### src/brc_pkg.sv
// Package for the buck regulator control register bank.
// Holds register indices, field positions, reset values and shared decode helpers.
package brc_pkg;

    // Bus shape
    localparam int          DATA_W       = 32;
    localparam int          ADDR_W       = 8;
    localparam int          BE_W         = 4;
    localparam int          REG_W        = 8;
    localparam int          NUM_CONV     = 4;
    localparam int          NUM_GPI      = 3;
    localparam int          SLOT_W       = 2;
    localparam int          IDX_W        = 6;
    localparam int          ADDR_LSB     = 2;

    // Register indices; byte address is four times the index
    localparam logic [5:0]  CORE_TWO_BUCK_CONTROL_IDX  = 6'h20;
    localparam logic [5:0]  CORE_ONE_BUCK_CONTROL_IDX  = 6'h21;
    localparam logic [5:0]  PROCESSOR_BUCK_CONTROL_IDX = 6'h22;
    localparam logic [5:0]  MEMORY_BUCK_CONTROL_IDX    = 6'h23;

    // Converter slots, in register order
    localparam int          SLOT_CORE_TWO = 0;
    localparam int          SLOT_CORE_ONE = 1;
    localparam int          SLOT_PROC     = 2;
    localparam int          SLOT_MEM      = 3;

    // Field positions within each converter register
    localparam int          BIT_CONVERTER_ON     = 0;
    localparam int          ENABLE_SOURCE_LSB    = 1;
    localparam int          ENABLE_SOURCE_MSB    = 2;
    localparam int          BIT_SEQUENCER_TARGET = 3;
    localparam int          BIT_SWITCH_CLOSED    = 4;
    localparam int          VSEL_SOURCE_LSB      = 5;
    localparam int          VSEL_SOURCE_MSB      = 6;
    localparam int          BIT_SWITCH_SEQ       = 7;

    // Reset values
    localparam logic [7:0]  REG_RESET      = 8'h00;
    localparam logic        VSEL_RESET     = 1'h0;
    localparam logic [31:0] RDATA_RESET    = 32'h0000_0000;
    localparam logic [23:0] RDATA_PAD      = 24'h00_0000;
    localparam logic [1:0]  ADDR_ALIGNED   = 2'h0;

    // Control source encoding shared by both select fields
    typedef enum logic [1:0] {
        SRC_SEQUENCER = 2'h0,
        SRC_FIRST     = 2'h1,
        SRC_SECOND    = 2'h2,
        SRC_THIRD     = 2'h3
    } brc_src_type;

    // Bus handshake states
    typedef enum logic {
        BUS_IDLE,
        BUS_ACK
    } brc_bus_state_type;

    // Picks the event of the control input that a source field names
    function automatic logic brc_src_event(input logic [1:0] src,
                                           input logic [2:0] ev);
        logic result;
        result = 1'b0;
        unique case (brc_src_type'(src))
            SRC_SEQUENCER: result = 1'b0;
            SRC_FIRST:     result = ev[0];
            SRC_SECOND:    result = ev[1];
            SRC_THIRD:     result = ev[2];
        endcase
        return result;
    endfunction

endpackage

### src/brc_buck_ctrl.sv
// Control register bank for the two core, the processor and the memory buck converters.
// Assumes an Avalon-MM master, synchronous control inputs and sequencer step pulses.
`timescale 1ns/1ps
module brc_buck_ctrl (
    // Clock and reset
    input  wire logic        I_SYS_CLK,
    input  wire logic        I_SYS_RST,
    // Avalon-MM slave
    input  wire logic [7:0]  I_AVS_ADDRESS,
    input  wire logic        I_AVS_READ,
    input  wire logic        I_AVS_WRITE,
    input  wire logic [31:0] I_AVS_WRITEDATA,
    input  wire logic [3:0]  I_AVS_BYTEENABLE,
    output logic      [31:0] O_AVS_READDATA,
    output logic             O_AVS_WAITREQUEST,
    // Control inputs
    input  wire logic        I_FIRST_CONTROL_INPUT,
    input  wire logic        I_SECOND_CONTROL_INPUT,
    input  wire logic        I_THIRD_CONTROL_INPUT,
    // Sequencer and configuration
    input  wire logic [3:0]  I_SEQ_STEP,
    input  wire logic        I_SEQ_SWITCH_STEP,
    input  wire logic        I_DUAL_PHASE,
    input  wire logic        I_MEM_DEFAULT_SUPPLY,
    // Converter controls
    output logic      [3:0]  O_CONVERTER_ON,
    output logic      [3:0]  O_VOLTAGE_ALTERNATE,
    output logic             O_CORE_SWITCH_CLOSED
);

    // Register storage and per-converter voltage choice
    logic [7:0]             reg_q [brc_pkg::NUM_CONV];
    logic [7:0]             reg_d [brc_pkg::NUM_CONV];
    logic [3:0]             vsel_q;
    logic [3:0]             vsel_d;

    // Bus handshake
    brc_pkg::brc_bus_state_type bus_state_q;
    brc_pkg::brc_bus_state_type bus_state_d;
    logic                   waitreq_q;
    logic                   waitreq_d;
    logic [31:0]            rdata_q;
    logic [31:0]            rdata_d;

    // Output registers
    logic [3:0]             conv_on_q;
    logic [3:0]             volt_alt_q;
    logic                   switch_q;

    // Control input transitions
    wire  [2:0]             gpi_level;
    wire  [2:0]             gpi_rise;
    wire  [2:0]             gpi_fall;

    assign gpi_level = {I_THIRD_CONTROL_INPUT, I_SECOND_CONTROL_INPUT, I_FIRST_CONTROL_INPUT};

    brc_input_edges u_edges (
        .i_clk   (I_SYS_CLK),
        .i_rst   (I_SYS_RST),
        .i_level (gpi_level),
        .o_rise  (gpi_rise),
        .o_fall  (gpi_fall)
    );

    // ------------------------------------------------------------------
    // Address decode
    // ------------------------------------------------------------------
    wire  [5:0]             addr_idx;
    wire                    addr_aligned;
    wire                    addr_hit;
    wire  [1:0]             addr_slot;
    wire                    bus_req;
    wire                    bus_done;
    wire                    wr_commit;
    wire  [7:0]             wr_byte;

    assign addr_idx     = I_AVS_ADDRESS[brc_pkg::ADDR_W-1:brc_pkg::ADDR_LSB];
    assign addr_aligned = (I_AVS_ADDRESS[brc_pkg::ADDR_LSB-1:0] == brc_pkg::ADDR_ALIGNED);
    assign addr_hit     = addr_aligned
                       && (addr_idx >= brc_pkg::CORE_TWO_BUCK_CONTROL_IDX)
                       && (addr_idx <= brc_pkg::MEMORY_BUCK_CONTROL_IDX);
    assign addr_slot    = brc_pkg::SLOT_W'(addr_idx - brc_pkg::CORE_TWO_BUCK_CONTROL_IDX);
    assign bus_req      = I_AVS_READ || I_AVS_WRITE;

    // The access completes at the edge where waitrequest is sampled low
    assign bus_done     = (bus_state_q == brc_pkg::BUS_ACK);
    assign wr_commit    = bus_done && I_AVS_WRITE && addr_hit && I_AVS_BYTEENABLE[0];
    assign wr_byte      = I_AVS_WRITEDATA[brc_pkg::REG_W-1:0];

    // Read value; unmapped or misaligned addresses read as zero
    wire  [31:0]            rd_value;

    assign rd_value = addr_hit ? {brc_pkg::RDATA_PAD, reg_q[addr_slot]} : brc_pkg::RDATA_RESET;

    // ------------------------------------------------------------------
    // Bus handshake: one wait cycle, then one acknowledge cycle
    // ------------------------------------------------------------------
    always_comb begin
        bus_state_d = bus_state_q;
        waitreq_d   = 1'b1;
        rdata_d     = rdata_q;
        unique case (bus_state_q)
            brc_pkg::BUS_IDLE: begin
                if (bus_req) begin
                    bus_state_d = brc_pkg::BUS_ACK;
                    waitreq_d   = 1'b0;
                    if (I_AVS_READ) begin
                        rdata_d = rd_value;
                    end
                end
            end
            brc_pkg::BUS_ACK: begin
                bus_state_d = brc_pkg::BUS_IDLE;
                waitreq_d   = 1'b1;
            end
        endcase
    end

    always_ff @(posedge I_SYS_CLK) begin
        if (I_SYS_RST) begin
            bus_state_q <= brc_pkg::BUS_IDLE;
            waitreq_q   <= 1'b1;
            rdata_q     <= brc_pkg::RDATA_RESET;
        end else begin
            bus_state_q <= bus_state_d;
            waitreq_q   <= waitreq_d;
            rdata_q     <= rdata_d;
        end
    end

    // ------------------------------------------------------------------
    // Per-converter control
    // ------------------------------------------------------------------
    genvar gi;
    generate
        for (gi = 0; gi < brc_pkg::NUM_CONV; gi++) begin : g_conv
            wire  [1:0] en_src;
            wire  [1:0] vsel_src;
            wire        wr_here;
            wire        frozen;
            wire        en_rise;
            wire        en_fall;
            wire        v_rise;
            wire        v_fall;
            wire        seq_allowed;
            wire        seq_apply;
            wire        on_next;
            wire        sw_next;
            wire  [7:0] stored;

            assign en_src   = reg_q[gi][brc_pkg::ENABLE_SOURCE_MSB:brc_pkg::ENABLE_SOURCE_LSB];
            assign vsel_src = reg_q[gi][brc_pkg::VSEL_SOURCE_MSB:brc_pkg::VSEL_SOURCE_LSB];
            assign wr_here  = wr_commit && (addr_slot == brc_pkg::SLOT_W'(gi));

            // Core two ignores input transitions and sequencer steps, but not software writes, while the core pair runs dual-phase
            assign frozen   = (gi == brc_pkg::SLOT_CORE_TWO) && I_DUAL_PHASE;

            // Source 00 yields no event from any input
            assign en_rise  = brc_pkg::brc_src_event(en_src, gpi_rise);
            assign en_fall  = brc_pkg::brc_src_event(en_src, gpi_fall);
            assign v_rise   = brc_pkg::brc_src_event(vsel_src, gpi_rise);
            assign v_fall   = brc_pkg::brc_src_event(vsel_src, gpi_fall);

            // Memory converter follows the sequencer only as a default supply
            assign seq_allowed = (gi != brc_pkg::SLOT_MEM) || I_MEM_DEFAULT_SUPPLY;
            assign seq_apply   = I_SEQ_STEP[gi] && seq_allowed
                              && (brc_pkg::brc_src_type'(en_src) == brc_pkg::SRC_SEQUENCER);

            // Software write first, then input transitions, then sequencer step
            assign on_next = wr_here ? wr_byte[brc_pkg::BIT_CONVERTER_ON] :
                             frozen  ? reg_q[gi][brc_pkg::BIT_CONVERTER_ON] :
                             en_rise ? 1'b1 :
                             en_fall ? 1'b0 :
                             seq_apply ? reg_q[gi][brc_pkg::BIT_SEQUENCER_TARGET] :
                             reg_q[gi][brc_pkg::BIT_CONVERTER_ON];

            // Only the core one register drives the power switch
            if (gi == brc_pkg::SLOT_CORE_ONE) begin : g_switch
                assign sw_next = wr_here ? wr_byte[brc_pkg::BIT_SWITCH_CLOSED] :
                                 I_SEQ_SWITCH_STEP ?
                                     reg_q[gi][brc_pkg::BIT_SWITCH_SEQ] :
                                 reg_q[gi][brc_pkg::BIT_SWITCH_CLOSED];
            end else begin : g_reserved
                // Plain storage with no effect on any converter
                assign sw_next = wr_here ? wr_byte[brc_pkg::BIT_SWITCH_CLOSED] :
                                 reg_q[gi][brc_pkg::BIT_SWITCH_CLOSED];
            end

            // Remaining fields are plain read/write storage
            assign stored = wr_here ? wr_byte : reg_q[gi];

            assign reg_d[gi] = {stored[brc_pkg::BIT_SWITCH_SEQ],
                                stored[brc_pkg::VSEL_SOURCE_MSB:brc_pkg::VSEL_SOURCE_LSB],
                                sw_next,
                                stored[brc_pkg::BIT_SEQUENCER_TARGET],
                                stored[brc_pkg::ENABLE_SOURCE_MSB:brc_pkg::ENABLE_SOURCE_LSB],
                                on_next};

            // Rise picks target A (0), fall picks target B (1)
            assign vsel_d[gi] = frozen ? vsel_q[gi] :
                                v_rise ? 1'b0 :
                                v_fall ? 1'b1 :
                                vsel_q[gi];

            always_ff @(posedge I_SYS_CLK) begin
                if (I_SYS_RST) begin
                    reg_q[gi]  <= brc_pkg::REG_RESET;
                    vsel_q[gi] <= brc_pkg::VSEL_RESET;
                end else begin
                    reg_q[gi]  <= reg_d[gi];
                    vsel_q[gi] <= vsel_d[gi];
                end
            end
        end
    endgenerate

    // ------------------------------------------------------------------
    // Converter outputs
    // ------------------------------------------------------------------
    wire  [3:0]             conv_on_d;
    wire  [3:0]             conv_mask;
    wire                    switch_d;

    // Core two output is forced off in dual-phase mode
    assign conv_mask = {3'h7, ~I_DUAL_PHASE};

    generate
        for (gi = 0; gi < brc_pkg::NUM_CONV; gi++) begin : g_out
            assign conv_on_d[gi] = reg_q[gi][brc_pkg::BIT_CONVERTER_ON] & conv_mask[gi];
        end
    endgenerate

    assign switch_d = reg_q[brc_pkg::SLOT_CORE_ONE][brc_pkg::BIT_SWITCH_CLOSED];

    always_ff @(posedge I_SYS_CLK) begin
        if (I_SYS_RST) begin
            conv_on_q  <= 4'h0;
            volt_alt_q <= 4'h0;
            switch_q   <= 1'b0;
        end else begin
            conv_on_q  <= conv_on_d;
            volt_alt_q <= vsel_q;
            switch_q   <= switch_d;
        end
    end

    assign O_AVS_READDATA       = rdata_q;
    assign O_AVS_WAITREQUEST    = waitreq_q;
    assign O_CONVERTER_ON       = conv_on_q;
    assign O_VOLTAGE_ALTERNATE  = volt_alt_q;
    assign O_CORE_SWITCH_CLOSED = switch_q;

endmodule // brc_buck_ctrl

### src/brc_input_edges.sv
// Transition detector for the three control inputs.
// Assumes the inputs are already synchronous and active high.
`timescale 1ns/1ps
module brc_input_edges (
    // Clock and reset
    input  wire logic       i_clk,
    input  wire logic       i_rst,
    // Control inputs
    input  wire logic [2:0] i_level,
    // Transition pulses
    output logic      [2:0] o_rise,
    output logic      [2:0] o_fall
);

    logic [2:0] prev_q;
    logic       armed_q;

    // Nothing is reported until one sample has been taken after reset
    always_ff @(posedge i_clk) begin
        if (i_rst) begin
            prev_q  <= 3'h0;
            armed_q <= 1'b0;
        end else begin
            prev_q  <= i_level;
            armed_q <= 1'b1;
        end
    end

    assign o_rise = armed_q ? (i_level & ~prev_q) : 3'h0;
    assign o_fall = armed_q ? (~i_level & prev_q) : 3'h0;

endmodule // brc_input_edges

### config.mk
export PLATFORM = sky130hd
export DESIGN_NAME = brc_buck_ctrl
export DESIGN_NICKNAME = d
export VERILOG_FILES = /design/src/brc_pkg.sv /design/src/brc_buck_ctrl.sv /design/src/brc_input_edges.sv
export SDC_FILE = /design/constraint.sdc
export NUM_CORES = 1
export LEC_CHECK = 0
export ABC_AREA = 1
export ABC_CLOCK_PERIOD_IN_PS = 1350
export BUFFER_PORTS_ARGS = -buffer_cell sky130_fd_sc_hd__buf_4
export CORE_ASPECT_RATIO = 1.2
export CORE_UTILIZATION = 35
export DETAILED_ROUTE_END_ITERATION = 12
export GPL_ROUTABILITY_DRIVEN = 1
export HOLD_SLACK_MARGIN = 0.02
export SLEW_MARGIN = 20
export SYNTH_ARGS = -nofsm -noshare
export SYNTH_HDL_FRONTEND = slang
export SYNTH_HIERARCHICAL = 1
export SYNTH_SLANG_ARGS = --single-unit
### constraint.sdc
create_clock -name I_SYS_CLK -period 1.35 [get_ports I_SYS_CLK]
set_clock_uncertainty 0.05 [all_clocks]
set_input_delay 0.2025 -clock I_SYS_CLK [delete_from_list [all_inputs] [get_ports I_SYS_CLK]]
set_output_delay 0.2025 -clock I_SYS_CLK [all_outputs]
set_load 0.02 [all_outputs]
==> flow_summary.yaml, run 1 <==
status:
  status: "finished with violations"
  violations: "design-rule violations, negative setup slack"
detailed_routing:
  drc: 2
  routed_wl_um: 7390
  route.met2.wl_um: 3790
  drt-pass1-iter-count: 11
  vias_per_cell: 4.87
  wl_met3_um: 324
  wl_per_cell_um: 13.1
  num_vias: 2742
  initialDrtViolationCount: 113
  postRouteAntennaNets: 0
  top_layer: "met4"
  drt-met1-wl_um: 3080
floorplan:
  core_mm2: 0.00779
  num_rows: 35
  start_util: 0.368
  die_w_um: 84.6
  ioPinCount: 100
  dieHeight_um: 101
  fp.dieArea_mm2: 0.00855
logic_synthesis:
  yosys_register_bits: 59
  synth.area.top_cells: "dfxtp_1 41%, nand2_1 8.9%, a21oi_1 8.0%"
  ys_seq_area_frac: 0.412
  synth_area_mm2: 0.00287
  netlist_instances: 396
  synth_warnings: 6
  synth.avg_cell_area_um2: 7.24
  synth_area_leader_cell: "dfxtp_1"
  synth_top_area_share: 0.412
  ys_types: 26
grt:
  grt_max_degree: 35
  globalRouteTotalUtil: 0.175
  gr-total-overflow: 0
  grt_pass1_vias: 2564
  antenna_found_initial: 0
  grt_pass1_wl_um: 11600
timing:
  setup_viol: 1
  period_needed_ns: 1.36
  fmax_mhz: 737
  rsz0062_at_grt: "yes"
  finalCritPeriodShare: 1.01
  setup_ws_ns: -0.00719
  drv_slew: 0
  hold_viol: 0
power:
  power.density_mw_per_mm2: 926
  cellLeakagePower_nw: 1.56
  peakVddDrop_mv: 0.645
clock_network:
  clock_latency_ns: 0.33
  ctsHoldBuffers: 0
  cts_root_buf: "clkbuf_8"
  h-tree-depth: 3
  cts_tree: "built"
  numCtsBuffers: 9
  clock-sinks: 59
  path_clk_slew_ns: 0.06
  cts_max_path_buffers: 2
place:
  gp_congestion: 0.829
  numPortBuffers: 48
  post-place-ws_ns: -0.0928
  placed_cell_area_mm2: 0.00337
  dp_hpwl_um: 5360
layout:
  antenna_cells: 0
  drive_gt1_frac: 0.282
  area_growth_pct: 29.7
  design_area_mm2: 0.00371
  final_nets: 527
worst_setup_path:
  crit_fanout: 14
  end_kind: "flop"
  critPathArrivalTime_ns: 1.52
  required_ns: 1.51
  critical_path_class: "reg2reg"
  critPathLaunchType: "flop"
flow_run:
  maxCapViolations: 0
worst_hold_path:
  min_path_type: "in2reg"
[layout by cell type (no fill, tap or decap), types with 4 or more instances in the layout]
master,netlist,routed
o211ai_1,13,13
inv_2,7,11
nand3_2,1,4
clkbuf_8,0,10
o21ai_0,10,5
a22oi_1,16,16
nor2_4,2,4
nor2_1,32,29
nand2_1,68,65
o21ai_2,0,9
conb_1,1,24
nand3_1,25,21
nor2_2,4,5
o21ai_1,20,16
buf_4,28,70
inv_1,42,37
a21oi_1,46,44
dfxtp_1,59,56
[cells in the mapped netlist, drive strengths merged]
library cell,number
nor2b,1
buf,32
nand2,70
a211oi,3
o211ai,13
nand4,2
a22oi,16
inv,49
nand3,26
o21ai,30
o31ai,3
a21oi,46
clkbuf,5
nor2,38
clkinv,1
conb,1
dfxtp,59
nor3,1
[area by class of cell]
type / instances / area [um^2]
fillers: 800 / 4080
well taps: 92 / 115
repair buffers: 76 / 619
inverters: 50 / 190
flip-flops and latches: 59 / 1190
multi-input cells: 273 / 1450
clock buffers: 13 / 149
[cells by family after synthesis]
group	share of synthesized area
and+or+nand+nor	0.210
AOI/OAI and AO/OA	0.224
buffers and inverters	0.152
DFF	0.412
other	0.00131
[layer usage]
metal  global-route usage  vias up
met5                    0        -
met4                0.100        0
met3               0.0319       17
met2                0.315       83
met1                0.196     1231
li1                     -     1411
[repair_timing]
action,CTS,global route
buffers inserted,0,1
endpoints found under the setup margin,15,26
gates resized for setup,3,46
cloned,0,1
pin swaps,1,12
[report_power, final]
group          internal [W]  switching [W]
Sequential          0.00175     0.00000784
Clock              0.000687       0.000616
Combinational      0.000132       0.000242
Total               0.00257       0.000866
[state kept, by name, summed over array words and instances (netlist names)]
| signal | cells |
|---|---|
| u_edges/armed_q | 1 |
| vsel_q | 4 |
| O_VOLTAGE_ALTERNATE | 4 |
| reg_q | 32 |
| O_CORE_SWITCH_CLOSED | 1 |
| bus_done | 1 |
| u_edges/prev_q | 3 |
| O_AVS_WAITREQUEST | 1 |
| O_AVS_READDATA | 8 |
| O_CONVERTER_ON | 4 |
[per-stage QoR]
step           utilization  cells  power [W]  hold WS, ns  setup TNS [ns]
2_1_floorplan            -    419    0.00202        0.209               0
3_3_place_gp         0.433    548    0.00214        0.372          -0.722
3_5_place_dp         0.433    548    0.00214        0.381          -0.845
4_1_cts              0.453    561    0.00346       0.0289               0
5_1_grt              0.477    563    0.00361       0.0499          -0.445
6_report             0.477    563    0.00344       0.0446        -0.00719
[critical path, cell delays in order (launching register included)]
cell,delay [ns]
dfxtp_2,0.32
inv_2,0.04
nor2_4,0.09
inv_2,0.05
nor2_4,0.22
buf_6,0.16
nand2_8,0.09
o21ai_2,0.15
a21oi_1,0.06
[path summary, 6_finish.rpt]
| check | from | slack, ns | to | cells past startpoint |
|---|---|---|---|---|
| worst max-delay path | bus_done | -0.007 | reg_q[3][2] | 8 |
| worst min-delay path | I_FIRST_CONTROL_INPUT | 0.04 | u_edges/prev_q[0] | 3 |
| worst max register to register | bus_done | -0.007 | reg_q[3][2] | 8 |
| worst min register to register | vsel_q[2] | 0.39 | O_VOLTAGE_ALTERNATE[2] | 2 |
No activity file was read; power rests on OpenSTA's default activity.
==> inputs of run 2 (changes only) <==
--- a/config.mk
+++ b/config.mk
@@ -5,8 +5,7 @@
 export SDC_FILE = /design/constraint.sdc
 export NUM_CORES = 1
 export LEC_CHECK = 0
-export ABC_AREA = 1
-export ABC_CLOCK_PERIOD_IN_PS = 1350
+export ABC_CLOCK_PERIOD_IN_PS = 1180
 export BUFFER_PORTS_ARGS = -buffer_cell sky130_fd_sc_hd__buf_4
 export CORE_ASPECT_RATIO = 1.2
 export CORE_UTILIZATION = 35
==> constraint.sdc (replaced) <==
create_clock -name I_SYS_CLK -period 1.18 [get_ports I_SYS_CLK]
set_clock_uncertainty 0.05 [all_clocks]
set_input_delay 0.177 -clock I_SYS_CLK [delete_from_list [all_inputs] [get_ports I_SYS_CLK]]
set_output_delay 0.177 -clock I_SYS_CLK [all_outputs]
set_load 0.02 [all_outputs]
==> run 2 against run 1 <==
The flow still finishes with violations (design-rule violations, negative setup slack). Global-route usage up 0.49 points. Final cell count down 10%. Die area grew 0.51%. Flip-flop and latch count is the same. Count of clock-buffer cells in the layout unchanged. Via count decreased by 8.4%. Final area grew 11%. Wire length is 0.66% lower. Setup slack got worse by 0.22 ns. Critical path depth is 3 lower.
==> flow_summary.yaml, run 2 <==
power:
  power.density_mw_per_mm2: 1010
  total_power_w: 0.00416
  cellLeakagePower_nw: 1.96
  peakVddDrop_mv: 0.453
layout:
  final_common_cell: "buf_4"
  final_nets: 467
  drive_gt1_frac: 0.409
  top_register: "reg_q"
  antenna_cells: 0
  area_growth_pct: 43.3
  fin_util: 0.527
  largest_register_ffs: 32
  layout_common_cells: "90 x buf_4, 56 x dfxtp_1, 51 x nor2_1, 29 x mux2i_1, 24 x conb_1"
logic_synthesis:
  synth_top_area_share: 0.410
  synth_area_leader_cell: "dfxtp_1"
  synth_area_mm2: 0.00288
  ys_async_sr_fraction: 0
  ys_seq_area_frac: 0.410
  synth.avg_cell_area_um2: 9.63
  synth.area.top_cells: "dfxtp_1 41%, mux2i_1 10%, nor2_1 7.0%"
  yosys-top-cells-count: "59 x dfxtp_1, 54 x nor2_1, 29 x mux2i_1, 24 x buf_4, 16 x nor2b_1"
  yosys.cell_count.top_type: "dfxtp_1"
  yosys_register_bits: 59
  synth_warnings: 6
  ys_types: 42
  synth_edf_count: 0
  netlist_instances: 299
  synthFlopType: "dfxtp_1"
worst_setup_path:
  critPathArrivalTime_ns: 1.57
  critPathLaunchType: "flop"
  required_ns: 1.34
  end_kind: "flop"
  rrSetupSlack_ns: -0.23
  crit_fanout: 6
  critical_path_class: "reg2reg"
detailed_routing:
  wl_per_cell_um: 14.5
  drt-pass1-iter-count: 11
  num_vias: 2513
  routed_wl_um: 7340
  drc: 6
  initialDrtViolationCount: 156
  postRouteAntennaNets: 0
  vias_per_cell: 4.98
timing:
  drv_slew: 0
  hold_viol: 0
  period_needed_ns: 1.41
  finalCritPeriodShare: 1.20
  setup_ws_ns: -0.230
  fmax_mhz: 709
  rsz0062_at_grt: "yes"
  setup_viol: 40
floorplan:
  core_mm2: 0.00784
  fp.dieArea_mm2: 0.00860
  num_rows: 35
  dieHeight_um: 101
  die_w_um: 84.8
  start_util: 0.367
  ioPinCount: 100
grt:
  gr-total-overflow: 0
  grt_max_degree: 27
  grt_pass1_wl_um: 11900
  grt_pass1_vias: 2435
  globalRouteTotalUtil: 0.180
  antenna_found_initial: 0
place:
  gp_congestion: 0.800
  dp_hpwl_um: 5420
  numPortBuffers: 48
status:
  violations: "design-rule violations, negative setup slack"
  status: "finished with violations"
worst_hold_path:
  min_path_type: "in2reg"
clock_network:
  cts_max_path_buffers: 2
  path_clk_slew_ns: 0.06
  clock-sinks: 59
  cts_root_buf: "clkbuf_8"
  cts_tree: "built"
  h-tree-depth: 3
  numCtsBuffers: 9
  clock_latency_ns: 0.34
flow_run:
  maxCapViolations: 0
run 2: what timing repair did:
action                                 in CTS  in global routing
endpoints found under the hold margin       3                  0
buffers inserted                            4                  2
pin swaps                                  30                 22
gates cloned                                0                  0
gates resized for setup                    29                 16
setup endpoints to repair                  41                 44
hold buffers                                3                  0
run 2: cell families (layout without fill, tap and decap cells):
group,Yosys count,after routing,synth area share
other cells,1,24,0.00130
compound gates,52,52,0.126
simple gates,103,103,0.199
buf+inv,45,136,0.0921
flops,59,59,0.410
mux,39,39,0.171
run 2: layout make-up:
type	instances	area, um^2
inverters	9	33.8
well taps	92	115
repair buffers	112	963
flip-flops and latches	59	1190
clock buffers	13	169
clock inverters	2	10.0
multi-input cells	218	1650
fillers	698	3710
run 2: path summary, 6_finish.rpt:
check	start	endpoint	cells past startpoint
max	u_edges/armed_q	vsel_q[0]	5
min	I_THIRD_CONTROL_INPUT	u_edges/prev_q[2]	2
max reg2reg	u_edges/armed_q	vsel_q[0]	5
min reg2reg	vsel_q[0]	O_VOLTAGE_ALTERNATE[0]	1
run 2: worst max-delay path: stages (launching register included):
cell and delay, ns:
dfxtp_2 0.34, and3b_2 0.24, mux2_4 0.27, a22o_1 0.23, a21oi_2 0.12, nor3_1 0.05
run 2: layer usage:
layer	wire length [um]	share of wire	vias to the layer above	GRT usage
met3	216	0.029	16	0.0212
met5	0	0	-	0
met2	3730	0.51	62	0.315
li1	-	-	1235	-
met1	3160	0.43	1200	0.214
met4	235	0.032	0	0.110
run 2: stage by stage:
step / hold WS [ns] / setup slack [ns] / std cells / instance area (um^2) / TNS, ns
global placement: 0.338 / -0.286 / 482 / 3710 / -9.23
detailed placement: 0.342 / -0.301 / 482 / 3710 / -9.63
finish: 0.0313 / -0.230 / 505 / 4130 / -4.18
CTS: 0.0257 / -0.248 / 504 / 4040 / -4.29
floorplan: 0.183 / -0.181 / 322 / 3000 / -4.80
global route: 0.0318 / -0.295 / 505 / 4130 / -7.16
run 2: power by group:
part	total (W)	internal, W	leakage [nW]	switching, W
Sequential	0.00201	0.00200	0.478	0.00000843
Combinational	0.000447	0.000204	1.39	0.000243
Clock	0.00170	0.000917	0.0953	0.000785
Total	0.00416	0.00312	1.96	0.00104
